**config.mk**
```make
export PLATFORM = sky130hd
export DESIGN_NAME = mid_decoder
export DESIGN_NICKNAME = d
export VERILOG_FILES = /design/src/mid_pkg.sv /design/src/mid_decoder.sv
export VERILOG_INCLUDE_DIRS = /design/src
export SDC_FILE = /design/constraint.sdc
export NUM_CORES = 1
export LEC_CHECK = 0
export ABC_AREA = 1
export BUFFER_PORTS_ARGS = -buffer_cell sky130_fd_sc_hd__clkbuf_2
export CORE_UTILIZATION = 40
export DETAILED_ROUTE_END_ITERATION = 16
export PLACE_DENSITY = 0.64
export SLEW_MARGIN = 0
export SYNTH_ARGS = -nofsm -noshare
export SYNTH_HDL_FRONTEND = slang
export SYNTH_SLANG_ARGS = --single-unit
```
**constraint.sdc**
```tcl
create_clock -name clk -period 2.03 [get_ports clk]
set_input_delay 0.5075 -clock clk [delete_from_list [all_inputs] [get_ports clk]]
set_output_delay 0.5075 -clock clk [all_outputs]
set_load 0.005 [all_outputs]
```
**src/mid_decoder_map.svh**
```systemverilog
// Opcode fields, encodings, reset values and timing counts of the instruction decoder
`ifndef MID_DECODER_MAP_SVH
`define MID_DECODER_MAP_SVH

// ==================================================================
// Timing
`define MID_CYCLE_CLKS  4

// ==================================================================
// Instruction classes, bits 13:12
`define MID_CLS_BYTE    2'b00
`define MID_CLS_BIT     2'b01
`define MID_CLS_FLOW    2'b10
`define MID_CLS_LIT     2'b11

// ==================================================================
// Byte operation codes, bits 11:8
`define MID_B_MISC      4'h0
`define MID_B_CLEAR     4'h1
`define MID_B_SUB       4'h2
`define MID_B_DEC       4'h3
`define MID_B_OR        4'h4
`define MID_B_AND       4'h5
`define MID_B_XOR       4'h6
`define MID_B_ADD       4'h7
`define MID_B_MOVE      4'h8
`define MID_B_COMP      4'h9
`define MID_B_INC       4'ha
`define MID_B_DECSKIP   4'hb
`define MID_B_RRC       4'hc
`define MID_B_RLC       4'hd
`define MID_B_SWAP      4'he
`define MID_B_INCSKIP   4'hf

// ==================================================================
// Bit sub-codes, bits 11:10, and literal codes, bits 11:8
`define MID_T_CLR       2'b00
`define MID_T_SET       2'b01
`define MID_T_SKIPCLR   2'b10
`define MID_T_SKIPSET   2'b11
`define MID_L_LOAD      4'b00??
`define MID_L_RETLIT    4'b01??
`define MID_L_OR        4'b1000
`define MID_L_AND       4'b1001
`define MID_L_XOR       4'b1010
`define MID_L_SUB       4'b110?
`define MID_L_ADD       4'b111?

// ==================================================================
// Whole control words
`define MID_W_RETURN    14'h0008
`define MID_W_RETIRQ    14'h0009
`define MID_W_SLEEP     14'h0063
`define MID_W_KICK      14'h0064

// ==================================================================
// Field positions
`define MID_DEST_BIT    7
`define MID_FLOW_CALL   11

// ==================================================================
// Reset values and power flag values
`define MID_ACC_RST     8'h00
`define MID_FLAG_RST    1'b0
`define MID_SLEEP_EXP   1'b0
`define MID_SLEEP_ENT   1'b1
`define MID_KICK_EXP    1'b0
`define MID_KICK_ENT    1'b0

`endif

```
**src/mid_pkg.sv**
```systemverilog
// Types shared by the instruction decoder
`default_nettype none
package mid_pkg;
   typedef enum logic {CYC_EXEC, CYC_NOP} mid_cyc_t;
   typedef logic [13:0] mid_word_t;
endpackage
`default_nettype wire
```
**src/mid_decoder.sv**
```systemverilog
// Instruction decoder and executor for the 14-bit instruction core
`timescale 1ns/1ps
`default_nettype none
`include "mid_decoder_map.svh"

module mid_decoder #(
   parameter int         CYCLE_CLKS = `MID_CYCLE_CLKS,
   parameter logic [6:0] TMR_ADDR   = 7'h01
) (
   // Clock and reset
   input  wire logic        clk,
   input  wire logic        arst_n,
   // Fetch path
   input  wire logic [13:0] instrWord,
   output logic             fetchStrobe,
   // Data register file
   output logic [6:0]       fileRdAddr,
   input  wire logic [7:0]  fileRdData,
   input  wire logic        fileIsPort,
   input  wire logic [7:0]  portPinData,
   output logic             fileWrEn,
   output logic [6:0]       fileWrAddr,
   output logic [7:0]       fileWrData,
   // Program flow
   output logic             pcLoad,
   output logic [10:0]      pcTarget,
   output logic             callPush,
   output logic             retPop,
   output logic             irqReenable,
   output logic             nopCycle,
   // Core state
   output logic [7:0]       accOut,
   output logic             carryFlag,
   output logic             halfCarryFlag,
   output logic             zeroFlag,
   output logic             watchdogExpiryFlag,
   output logic             sleepEnteredFlag,
   // Timer and power
   input  wire logic        prescalerOnTimer,
   output logic             prescalerClear,
   output logic             sleepReq,
   output logic             watchdogKick
);

   // ==================================================================
   // Parameter checks and phase counter
   localparam int PW = $clog2(CYCLE_CLKS);
   localparam logic [PW-1:0] LAST_PH = PW'(CYCLE_CLKS - 1);
   localparam logic [PW-1:0] EXEC_PH = PW'(CYCLE_CLKS - 2);

   if (CYCLE_CLKS < 3) begin : g_chk
      $error("CYCLE_CLKS must be at least 3");
   end

   logic [PW-1:0]        phaseQ;
   mid_pkg::mid_word_t   instrQ;
   mid_pkg::mid_cyc_t    cycState;
   logic                 twoCycQ;
   logic [7:0]           accQ;

   always_ff @(posedge clk or negedge arst_n) begin
      if (!arst_n) begin
         phaseQ <= '0;
      end else if (phaseQ == LAST_PH) begin
         phaseQ <= '0;
      end else begin
         phaseQ <= phaseQ + PW'(1);
      end
   end

   assign fetchStrobe = (phaseQ == LAST_PH);

   // Word of a discarded slot is still latched but never executed
   always_ff @(posedge clk or negedge arst_n) begin
      if (!arst_n) begin
         instrQ   <= '0;
         cycState <= mid_pkg::CYC_NOP;
      end else if (fetchStrobe) begin
         instrQ   <= instrWord;
         cycState <= twoCycQ ? mid_pkg::CYC_NOP : mid_pkg::CYC_EXEC;
      end
   end

   assign nopCycle   = (cycState == mid_pkg::CYC_NOP);
   assign fileRdAddr = instrQ[6:0];
   assign accOut     = accQ;

   // ==================================================================
   // Execute
   function automatic logic [9:0] add8(input logic [7:0] a, input logic [7:0] b,
                                       input logic cin);
      logic [4:0] nib;
      logic [8:0] sum;
      nib = {1'b0, a[3:0]} + {1'b0, b[3:0]} + {4'h0, cin};
      sum = {1'b0, a} + {1'b0, b} + {8'h00, cin};
      return {nib[4], sum};
   endfunction

   logic [7:0] opnd;
   logic [7:0] lit;
   logic [2:0] bitIdx;
   logic       dest;
   logic [7:0] res;
   logic [9:0] addR;
   logic       useDest, wrF, wrA, zU, cU, hcU, cN, hcN;
   logic       skip, pcL, push, pop, irq, slp, kick;

   assign opnd   = fileIsPort ? portPinData : fileRdData;
   assign lit    = instrQ[7:0];
   assign bitIdx = instrQ[9:7];
   assign dest   = instrQ[`MID_DEST_BIT];

   always_comb begin
      addR = 10'h000;
      res = opnd;
      useDest = 1'b0;
      wrF = 1'b0;
      wrA = 1'b0;
      zU = 1'b0;
      cU = 1'b0;
      hcU = 1'b0;
      cN = carryFlag;
      hcN = halfCarryFlag;
      skip = 1'b0;
      pcL = 1'b0;
      push = 1'b0;
      pop = 1'b0;
      irq = 1'b0;
      slp = 1'b0;
      kick = 1'b0;
      if (cycState == mid_pkg::CYC_EXEC) begin
         unique case (instrQ[13:12])
            `MID_CLS_BYTE: begin
               unique case (instrQ[11:8])
                  `MID_B_MISC: begin
                     if (dest) begin
                        res = accQ;
                        wrF = 1'b1;
                     end else if (instrQ == `MID_W_RETURN) begin
                        pop = 1'b1;
                     end else if (instrQ == `MID_W_RETIRQ) begin
                        pop = 1'b1;
                        irq = 1'b1;
                     end else if (instrQ == `MID_W_SLEEP) begin
                        slp = 1'b1;
                     end else if (instrQ == `MID_W_KICK) begin
                        kick = 1'b1;
                     end
                  end
                  `MID_B_CLEAR: begin
                     res = 8'h00;
                     useDest = 1'b1;
                     zU = 1'b1;
                  end
                  `MID_B_SUB, `MID_B_ADD: begin
                     addR = (instrQ[11:8] == `MID_B_ADD) ? add8(opnd, accQ, 1'b0)
                                                         : add8(opnd, ~accQ, 1'b1);
                     res = addR[7:0];
                     useDest = 1'b1;
                     {zU, cU, hcU} = 3'b111;
                     {hcN, cN} = addR[9:8];
                  end
                  `MID_B_DEC, `MID_B_DECSKIP: begin
                     res = opnd - 8'h01;
                     useDest = 1'b1;
                     zU = (instrQ[11:8] == `MID_B_DEC);
                     skip = (instrQ[11:8] == `MID_B_DECSKIP) && (res == 8'h00);
                  end
                  `MID_B_INC, `MID_B_INCSKIP: begin
                     res = opnd + 8'h01;
                     useDest = 1'b1;
                     zU = (instrQ[11:8] == `MID_B_INC);
                     skip = (instrQ[11:8] == `MID_B_INCSKIP) && (res == 8'h00);
                  end
                  `MID_B_OR: begin
                     res = accQ | opnd;
                     useDest = 1'b1;
                     zU = 1'b1;
                  end
                  `MID_B_AND: begin
                     res = accQ & opnd;
                     useDest = 1'b1;
                     zU = 1'b1;
                  end
                  `MID_B_XOR: begin
                     res = accQ ^ opnd;
                     useDest = 1'b1;
                     zU = 1'b1;
                  end
                  `MID_B_MOVE, `MID_B_COMP: begin
                     res = (instrQ[11:8] == `MID_B_COMP) ? ~opnd : opnd;
                     useDest = 1'b1;
                     zU = 1'b1;
                  end
                  `MID_B_RRC: begin
                     res = {carryFlag, opnd[7:1]};
                     cN = opnd[0];
                     cU = 1'b1;
                     useDest = 1'b1;
                  end
                  `MID_B_RLC: begin
                     res = {opnd[6:0], carryFlag};
                     cN = opnd[7];
                     cU = 1'b1;
                     useDest = 1'b1;
                  end
                  `MID_B_SWAP: begin
                     res = {opnd[3:0], opnd[7:4]};
                     useDest = 1'b1;
                  end
               endcase
            end
            `MID_CLS_BIT: begin
               unique case (instrQ[11:10])
                  `MID_T_CLR: begin
                     res = opnd & ~(8'h01 << bitIdx);
                     wrF = 1'b1;
                  end
                  `MID_T_SET: begin
                     res = opnd | (8'h01 << bitIdx);
                     wrF = 1'b1;
                  end
                  `MID_T_SKIPCLR: skip = ~opnd[bitIdx];
                  `MID_T_SKIPSET: skip = opnd[bitIdx];
               endcase
            end
            `MID_CLS_FLOW: begin
               pcL = 1'b1;
               push = ~instrQ[`MID_FLOW_CALL];
            end
            `MID_CLS_LIT: begin
               unique casez (instrQ[11:8])
                  `MID_L_LOAD: begin
                     res = lit;
                     wrA = 1'b1;
                  end
                  `MID_L_RETLIT: begin
                     res = lit;
                     wrA = 1'b1;
                     pop = 1'b1;
                  end
                  `MID_L_OR: begin
                     res = accQ | lit;
                     {wrA, zU} = 2'b11;
                  end
                  `MID_L_AND: begin
                     res = accQ & lit;
                     {wrA, zU} = 2'b11;
                  end
                  `MID_L_XOR: begin
                     res = accQ ^ lit;
                     {wrA, zU} = 2'b11;
                  end
                  `MID_L_SUB, `MID_L_ADD: begin
                     addR = instrQ[9] ? add8(lit, accQ, 1'b0) : add8(lit, ~accQ, 1'b1);
                     res = addR[7:0];
                     {wrA, zU, cU, hcU} = 4'b1111;
                     {hcN, cN} = addR[9:8];
                  end
                  default: ;
               endcase
            end
         endcase
         if (useDest) begin
            wrF = dest;
            wrA = ~dest;
         end
      end
   end

   // ==================================================================
   // State updates at the execute edge
   wire execEdge = (phaseQ == EXEC_PH);

   always_ff @(posedge clk or negedge arst_n) begin
      if (!arst_n) begin
         accQ <= `MID_ACC_RST;
      end else if (execEdge && wrA) begin
         accQ <= res;
      end
   end

   always_ff @(posedge clk or negedge arst_n) begin
      if (!arst_n) begin
         carryFlag     <= `MID_FLAG_RST;
         halfCarryFlag <= `MID_FLAG_RST;
         zeroFlag      <= `MID_FLAG_RST;
      end else if (execEdge) begin
         if (cU) carryFlag <= cN;
         if (hcU) halfCarryFlag <= hcN;
         if (zU) zeroFlag <= (res == 8'h00);
      end
   end

   always_ff @(posedge clk or negedge arst_n) begin
      if (!arst_n) begin
         watchdogExpiryFlag <= `MID_FLAG_RST;
         sleepEnteredFlag   <= `MID_FLAG_RST;
      end else if (execEdge && slp) begin
         watchdogExpiryFlag <= `MID_SLEEP_EXP;
         sleepEnteredFlag   <= `MID_SLEEP_ENT;
      end else if (execEdge && kick) begin
         watchdogExpiryFlag <= `MID_KICK_EXP;
         sleepEnteredFlag   <= `MID_KICK_ENT;
      end
   end

   // Strobes stand for exactly the clock after the execute edge
   always_ff @(posedge clk or negedge arst_n) begin
      if (!arst_n) begin
         {fileWrEn, pcLoad, callPush, retPop, irqReenable} <= 5'h00;
         {prescalerClear, sleepReq, watchdogKick} <= 3'h0;
         fileWrAddr <= 7'h00;
         fileWrData <= 8'h00;
         pcTarget   <= 11'h000;
         twoCycQ    <= 1'b0;
      end else begin
         fileWrEn       <= execEdge && wrF;
         prescalerClear <= execEdge && wrF && prescalerOnTimer
                           && (instrQ[6:0] == TMR_ADDR);
         pcLoad         <= execEdge && pcL;
         callPush       <= execEdge && push;
         retPop         <= execEdge && pop;
         irqReenable    <= execEdge && irq;
         sleepReq       <= execEdge && slp;
         watchdogKick   <= execEdge && kick;
         if (execEdge) begin
            fileWrAddr <= instrQ[6:0];
            fileWrData <= res;
            pcTarget   <= instrQ[10:0];
            twoCycQ    <= skip | pcL | pop;
         end
      end
   end
endmodule
`default_nettype wire

```
==> metrics.csv, run 1 <==
stage;metric;value;unit
sta;max-slew violations;0;
yosys;Synth Warn #;0;
sta;final hold vios;0;
run;max-cap check violation count;0;
yosys;Avg Inst Size Synth;6.28;um2
cells_and_area;Non-Filler Cell Area, Final;10200;um2
floorplan;IO Pins;90;
power;Cell Pwr Density;756;nW/um2
grt;grt ovf;0;
placed_design;GP Congestion;1.05;
yosys;post-synth top area share;22.0;%
yosys;Main synth FF type;dfrtp_1;
yosys;Synth Net Count;1114;
route;Routed WL;29.5;mm
setup_path;Critical Path RT;2.30;ns
setup_path;Most Frequent Cell on Critical Path;nand2_1;
setup_path;crit end category;flip-flop;
route;Routed wire per std cell;19.4;um
cells_and_area;ant diodes;0;
yosys;sequential fraction of the synthesis area;22.4;%
yosys;post-synthesis register bit count;57;
grt;pin count of the biggest net entering global routing;58;
placed_design;Detailed Place HPWL;22.6;mm
setup_path;Critical Path AT;2.80;ns
min_path;Hold WC Path Type;in -> async;
floorplan;Die W;128;um
clock_tree;clk buf depth;2;
yosys;top cells by count, synth;nand2_1 (322), inv_1 (95), o21ai_0 (90);
route;drc violations;0;
floorplan;core area;15400;um2
yosys;post-synth top area cell;dfrtp_1;
clock_tree;Reg clk slew, reported paths;0.05;ns
placed_design;dpl cell area;8570;um2
clock_tree;H-tree depth;3;
cells_and_area;area grow syn2layout;59.9;%
yosys;area of the mapped netlist;6370;um2
sta;worst rel slew slack;63.8;%
route;DR vias/cell;5.46;
sta;Tcrit/Tclk final;125;%
route;drt pass-1 iters;6;
sta;Slew @ Worst Pin;0.539;ns
sta;RSZ-0062 raised after global routing;true;
sta;min Tclk post-route;2.53;ns
grt;first-pass GRT wire length;43.1;mm
grt;number of global-route vias before repair;7616;
clock_tree;Num CTS Buffers;9;
yosys;Async SR Flop Fraction;100;%
clock_tree;Root Buffer;clkbuf_16;
grt;antenna violations before repair;0;
route;Initial DRC Count;779;
yosys;Netlist cell types;48;
sta;setup TNS;-5.22;ns
floorplan;Starting Density;41.5;%
floorplan;DIE HEIGHT;128;um
placed_design;input/output buffers;88;
cells_and_area;final net count;1401;
floorplan;die area;16400;um2
setup_path;Setup CP Type;reg -> reg;
sta;setup slack after layout;-0.500;ns
setup_path;Worst Setup Start Kind;flip-flop;
power;Worst VDD drop;0.000754;V
yosys;number of synthesized flops with an enable pin;0;
floorplan;# rows;45;
outcome;status;finished with violations;
route;routed via count;8290;
setup_path;largest stage delay on the critical path;0.54;ns
outcome;failing checks;negative setup slack;
sta;final setup violation count;20;
clock_tree;Clk Latency, worst-skew pair;0.33;ns
cells_and_area;share of layout cells above drive strength 1;44.5;%
cells_and_area;fill count;1381;
sta;Clock Skews;0.00525;ns
grt;GRT Util Overall;35.3;%
setup_path;cells along the critical path;ha_4, fa_2, nand2_2, o21ai_2, o21ai_1, a21oi_1, o211ai_1, a21oi_1, nand2_1, nand2_2, nand2_1, nor2_1, nand3_1, nand2_1;
yosys;count leader, synth;nand2_1;
clock_tree;TritonCTS clock tree;built;
setup_path;crit-path max FO;3;
yosys;Mapped Cells;1015;
route;antenna viol nets, final;0;
sta;Peak Freq;395;MHz
setup_path;Crit-path slowest cell;fa_2;
yosys;ranking of synthesized cells by area;dfrtp_1 (22%), nand2_1 (19%), ha_1 (12%);
power;Lkg Pwr;5.06;nW
clock_tree;Sinks on Clock Net;57;
[flip-flops by register name, summed over array words and instances, names as in the netlist, 2 cells and up]
register,flops
instrQ,14
accOut,8
fileWrData,8
fileWrAddr,6
pcTarget,5
phaseQ,2
[metal layers]
| metal | wire (um) | vias to the layer above | global-route usage, % | part of all wire [%] |
|---|---|---|---|---|
| li1 | - | 3885 | - | - |
| met5 | 0 | - | 0 | 0 |
| met4 | 1570 | 0 | 16.8 | 5.3 |
| met3 | 2500 | 101 | 7.30 | 8.5 |
| met2 | 13100 | 431 | 56.2 | 44 |
| met1 | 12300 | 3873 | 45.6 | 42 |
[report_power, final]
part           switching (W)  leakage [nW]  total, W  internal [W]
clock network       0.000546         0.151   0.00159       0.00105
logic                0.00261          4.22   0.00468       0.00207
registers           0.000160         0.686   0.00143       0.00127
[placed cells by master, fill, tap and decap left out, types with 9 or more instances in the layout]
| master | n |
|---|---|
| dfrtp_1 | 48 |
| nor2_4 | 14 |
| nor3_1 | 12 |
| a21oi_2 | 15 |
| o21ai_0 | 60 |
| o22ai_1 | 12 |
| buf_6 | 28 |
| nand3_1 | 47 |
| nand3_2 | 23 |
| nor2_2 | 14 |
| nand2_4 | 12 |
| nand2_2 | 52 |
| clkbuf_2 | 87 |
| nor2_1 | 63 |
| o21ai_1 | 21 |
| clkbuf_16 | 10 |
| ha_1 | 30 |
| inv_4 | 9 |
| buf_12 | 10 |
| nand2_1 | 269 |
| buf_4 | 193 |
| inv_1 | 74 |
| nand4_1 | 17 |
| a21oi_1 | 37 |
| o21ai_2 | 13 |
| ha_4 | 23 |
| inv_2 | 23 |
[cell families (layout without fill, tap and decap cells)]
logic type / after synthesis / in the layout / synth area share (%)
compound gates: 192 / 192 / 16.8
fa+ha+maj: 65 / 65 / 13.2
flops: 57 / 57 / 22.4
other cells: 1 / 1 / 0.0588
xor+xnor: 1 / 1 / 0.137
mux: 1 / 1 / 0.177
simple gates: 539 / 539 / 35.9
buf+inv: 159 / 451 / 11.3
[final timing paths]
check	startpoint	end	slack [ns]	cells past startpoint
worst max-delay path	accOut[0]$_DFFE_PN0P_	zeroFlag$_DFFE_PN0P_	-0.50	14
worst min-delay path	arst_n	fileWrAddr[0]$_DFFE_PN0P_	0.17	2
worst max register to register	accOut[0]$_DFFE_PN0P_	zeroFlag$_DFFE_PN0P_	-0.50	14
worst min register to register	phaseQ[0]$_DFF_PN0_	phaseQ[0]$_DFF_PN0_	0.46	1
max in group asynchronous	arst_n	nopCycle$_DFFE_PN1P_	1.55	2
min in group clk	instrWord[10]	instrQ[10]$_DFFE_PN0P_	0.38	3
[layout make-up]
| class | count | area (um2) | area share, % |
|---|---|---|---|
| multi-input cells | 799 | 5200 | 51.1 |
| well taps | 211 | 264 | 2.59 |
| repair buffers | 324 | 2500 | 24.5 |
| inverters | 111 | 465 | 4.57 |
| clock buffers | 12 | 267 | 2.62 |
| flip-flops and latches | 57 | 1440 | 14.1 |
| clock inverters | 4 | 50.0 | 0.491 |
[critical path, delay by kind of cell (launching register included)]
family                     cells  cell delay, ns
and+or+nand+nor                7            0.52
adders and majority gates      2            0.75
AOI/OAI and AO/OA              5            0.71
DFF                            1            0.49
[metrics by stage]
step | util [%] | std cells | setup slack (ns) | total power, W | hold slack, ns
2_1_floorplan | - | 1015 | -0.429 | 0.00322 | 0.212
3_3_place_gp | 55.8 | 1471 | -0.784 | 0.00492 | 0.449
3_5_place_dp | 55.8 | 1471 | -0.805 | 0.00491 | 0.453
4_1_cts | 62.5 | 1505 | -0.448 | 0.00707 | 0.183
5_1_grt | 66.3 | 1518 | -0.575 | 0.00806 | 0.201
6_report | 66.3 | 1518 | -0.500 | 0.00770 | 0.173
[repair_timing]
action                     4_1_cts  5_1_grt
cloned                           0        0
setup endpoints to repair       20       21
resized for setup              165      136
buffers inserted                21       17
pin swaps                       51       93
hold buffers                     0        0
No activity file was read; power rests on OpenSTA's default activity.
==> run 2, diff against run 1 <==
clock period = 2.3 ns   (was 2.03 ns; I/O delays follow)
==> metrics.csv, run 2 (synthesis gave the netlist of run 1 again) <==
stage;metric;value;unit;change
outcome;status;finished with violations;;
outcome;failing checks;negative setup slack;;
clock_tree;clk buf depth;2;;unchanged
placed_design;Detailed Place HPWL;20.9;mm;-7.3%
power;Cell Pwr Density;673;nW/um2;-11%
sta;RSZ-0062 raised after global routing;true;;
clock_tree;Reg clk slew, reported paths;0.05;ns;about the same
setup_path;Crit-path slowest cell;dfrtp_2;;
power;Worst VDD drop;0.000494;V;-34%
sta;Slew @ Worst Pin;0.520;ns;-0.0180 ns
grt;GR Layer Usage met2;49.5;%;-6.8 points
setup_path;cells along the critical path;ha_4, fa_2, nand2_1, o21ai_1, or2_4, nand3_2, nand4_1, a21oi_2, nand2_1, nand2_2, nand2_1, nor2_1, nand3_1, nand2_1;;
sta;final hold vios;0;;unchanged
setup_path;crit end category;flip-flop;;
floorplan;DIE HEIGHT;128;um;unchanged
route;antenna viol nets, final;0;;unchanged
route;routed via count;7978;;-3.8%
sta;worst rel slew slack;65.3;%;+1.5 points
placed_design;input/output buffers;88;;unchanged
setup_path;Worst Setup Start Kind;flip-flop;;
route;Routed WL;27.0;mm;-8.4%
grt;first-pass GRT wire length;40.3;mm;-6.5%
cells_and_area;fill count;1489;;+7.8%
cells_and_area;commonest non-fill, non-tap cell in the layout;nand2_1;;
route;drc violations;0;;unchanged
clock_tree;Root Buffer;clkbuf_16;;
grt;met3 global-route usage;6.64;%;-0.67 points
sta;Tcrit/Tclk final;109;%;-16 points
clock_tree;Sinks on Clock Net;57;;unchanged
grt;grt ovf;0;;unchanged
grt;antenna violations before repair;0;;unchanged
floorplan;Starting Density;41.5;%;unchanged
cells_and_area;most frequent cells in the layout;nand2_1 (293), buf_4 (167), clkbuf_2 (87);;
setup_path;Critical Path RT;2.57;ns;+0.27 ns
route;DR vias/cell;5.43;;-0.62%
clock_tree;Num CTS Buffers;9;;unchanged
route;Initial DRC Count;724;;-7.1%
floorplan;core area;15400;um2;unchanged
cells_and_area;register area;1430;um2;-0.26%
placed_design;dpl cell area;8180;um2;-4.6%
grt;GR peak layer;met2;;
setup_path;largest stage delay on the critical path;0.50;ns;-0.04 ns
grt;number of global-route vias before repair;7403;;-2.8%
setup_path;Setup CP Type;reg -> reg;;
floorplan;IO Pins;90;;unchanged
power;Lkg Pwr;4.72;nW;-6.7%
run;max-cap check violation count;0;;unchanged
clock_tree;TritonCTS clock tree;built;;
cells_and_area;area grow syn2layout;45.6;%;
grt;met1 Use GR;43.3;%;-2.4 points
cells_and_area;Non-Filler Cell Area, Final;9280;um2;-9.0%
clock_tree;H-tree depth;3;;unchanged
cells_and_area;ant diodes;0;;unchanged
cells_and_area;Top reg by flops;instrQ;;
setup_path;crit-path max FO;4;;+1
setup_path;Critical Path AT;2.78;ns;-0.02 ns
route;drt pass-1 iters;6;;unchanged
sta;setup slack after layout;-0.205;ns;+0.296 ns
grt;GRT Util Overall;32.7;%;-2.6 points
sta;max-slew violations;0;;unchanged
power;Pwr Total;0.00624;W;-19%
floorplan;Die W;128;um;unchanged
setup_path;Most Frequent Cell on Critical Path;nand2_1;;
clock_tree;Clk Latency, worst-skew pair;0.34;ns;about the same
floorplan;# rows;45;;unchanged
cells_and_area;share of layout cells above drive strength 1;36.7;%;-7.8 points
min_path;Hold WC Path Type;in -> async;;
cells_and_area;final net count;1353;;-3.4%
sta;final setup violation count;14;;-30%
sta;min Tclk post-route;2.50;ns;-0.0256 ns
placed_design;GP Congestion;1.02;;-2.9%
route;Routed wire per std cell;18.4;um;-5.4%
grt;pin count of the biggest net entering global routing;58;;unchanged
sta;Clock Skews;0.00953;ns;+0.00428 ns
cells_and_area;Largest register FFs;14;;unchanged
sta;Peak Freq;399;MHz;+1.0%
floorplan;die area;16400;um2;unchanged
cells_and_area;area occupied by multi-input gates;4840;um2;-7.0%
==> run 2: final timing paths <==
check | startpoint | end | slack (ns) | depth (start not counted)
worst max-delay path | accOut[0]$_DFFE_PN0P_ | zeroFlag$_DFFE_PN0P_ | -0.20 | 14
worst min-delay path | arst_n | fileWrAddr[0]$_DFFE_PN0P_ | 0.23 | 2
worst max register to register | accOut[0]$_DFFE_PN0P_ | zeroFlag$_DFFE_PN0P_ | -0.20 | 14
worst min register to register | phaseQ[0]$_DFF_PN0_ | phaseQ[0]$_DFF_PN0_ | 0.46 | 1
max in group asynchronous | arst_n | nopCycle$_DFFE_PN1P_ | 1.75 | 2
min in group clk | instrWord[8] | instrQ[8]$_DFFE_PN0P_ | 0.45 | 3
==> run 2: area by class of cell <==
class / instances / area share, %
inverter: 111 / 4.83
clock buffer: 11 / 2.51
timing repair buffer: 276 / 21.3
clock inverter: 5 / 0.863
sequential: 57 / 15.5
tap: 211 / 2.85
multi-input combinational: 799 / 52.2
==> run 2: timing repair <==
item                                    4_1_cts  5_1_grt
pin swaps                                    22       64
resized for setup                            55      125
buffers inserted                              9       15
endpoints found under the setup margin       18       20
hold buffers                                  0        0
==> run 2: where the power goes <==
part	switching (W)	total [W]	internal (W)	leakage (nW)
clock network	0.000477	0.00142	0.000946	0.146
registers	0.000112	0.00123	0.00112	0.689
logic	0.00204	0.00359	0.00155	3.88
total	0.00263	0.00624	0.00361	4.72
==> run 2: routing by layer <==
layer	routed length, um	part of all wire (%)	vias to the layer above
li1	-	-	3782
met1	11500	43	3703
met2	11800	44	396
met3	2260	8.4	97
met4	1480	5.5	0
met5	0	0	-
==> run 2: per-stage QoR <==
step / instances / hold WS (ns) / setup TNS (ns) / setup WS, ns / utilization [%]
global route: 1470 / 0.272 / -2.33 / -0.244 / 60.3
global placement: 1432 / 0.448 / -7.84 / -0.672 / 53.2
finish: 1470 / 0.228 / -1.14 / -0.205 / 60.3
floorplan: 1015 / 0.279 / -1.63 / -0.226 / -
detailed placement: 1432 / 0.453 / -8.43 / -0.686 / 53.2
CTS: 1457 / 0.245 / -0.745 / -0.167 / 56.7
==> run 2: critical path, delay by kind of cell (launching register included) <==
family | cells | cell delay (ns)
and+or+nand+nor | 10 | 1.02
adders and majority gates | 2 | 0.64
DFF | 1 | 0.50
AOI/OAI and AO/OA | 2 | 0.28
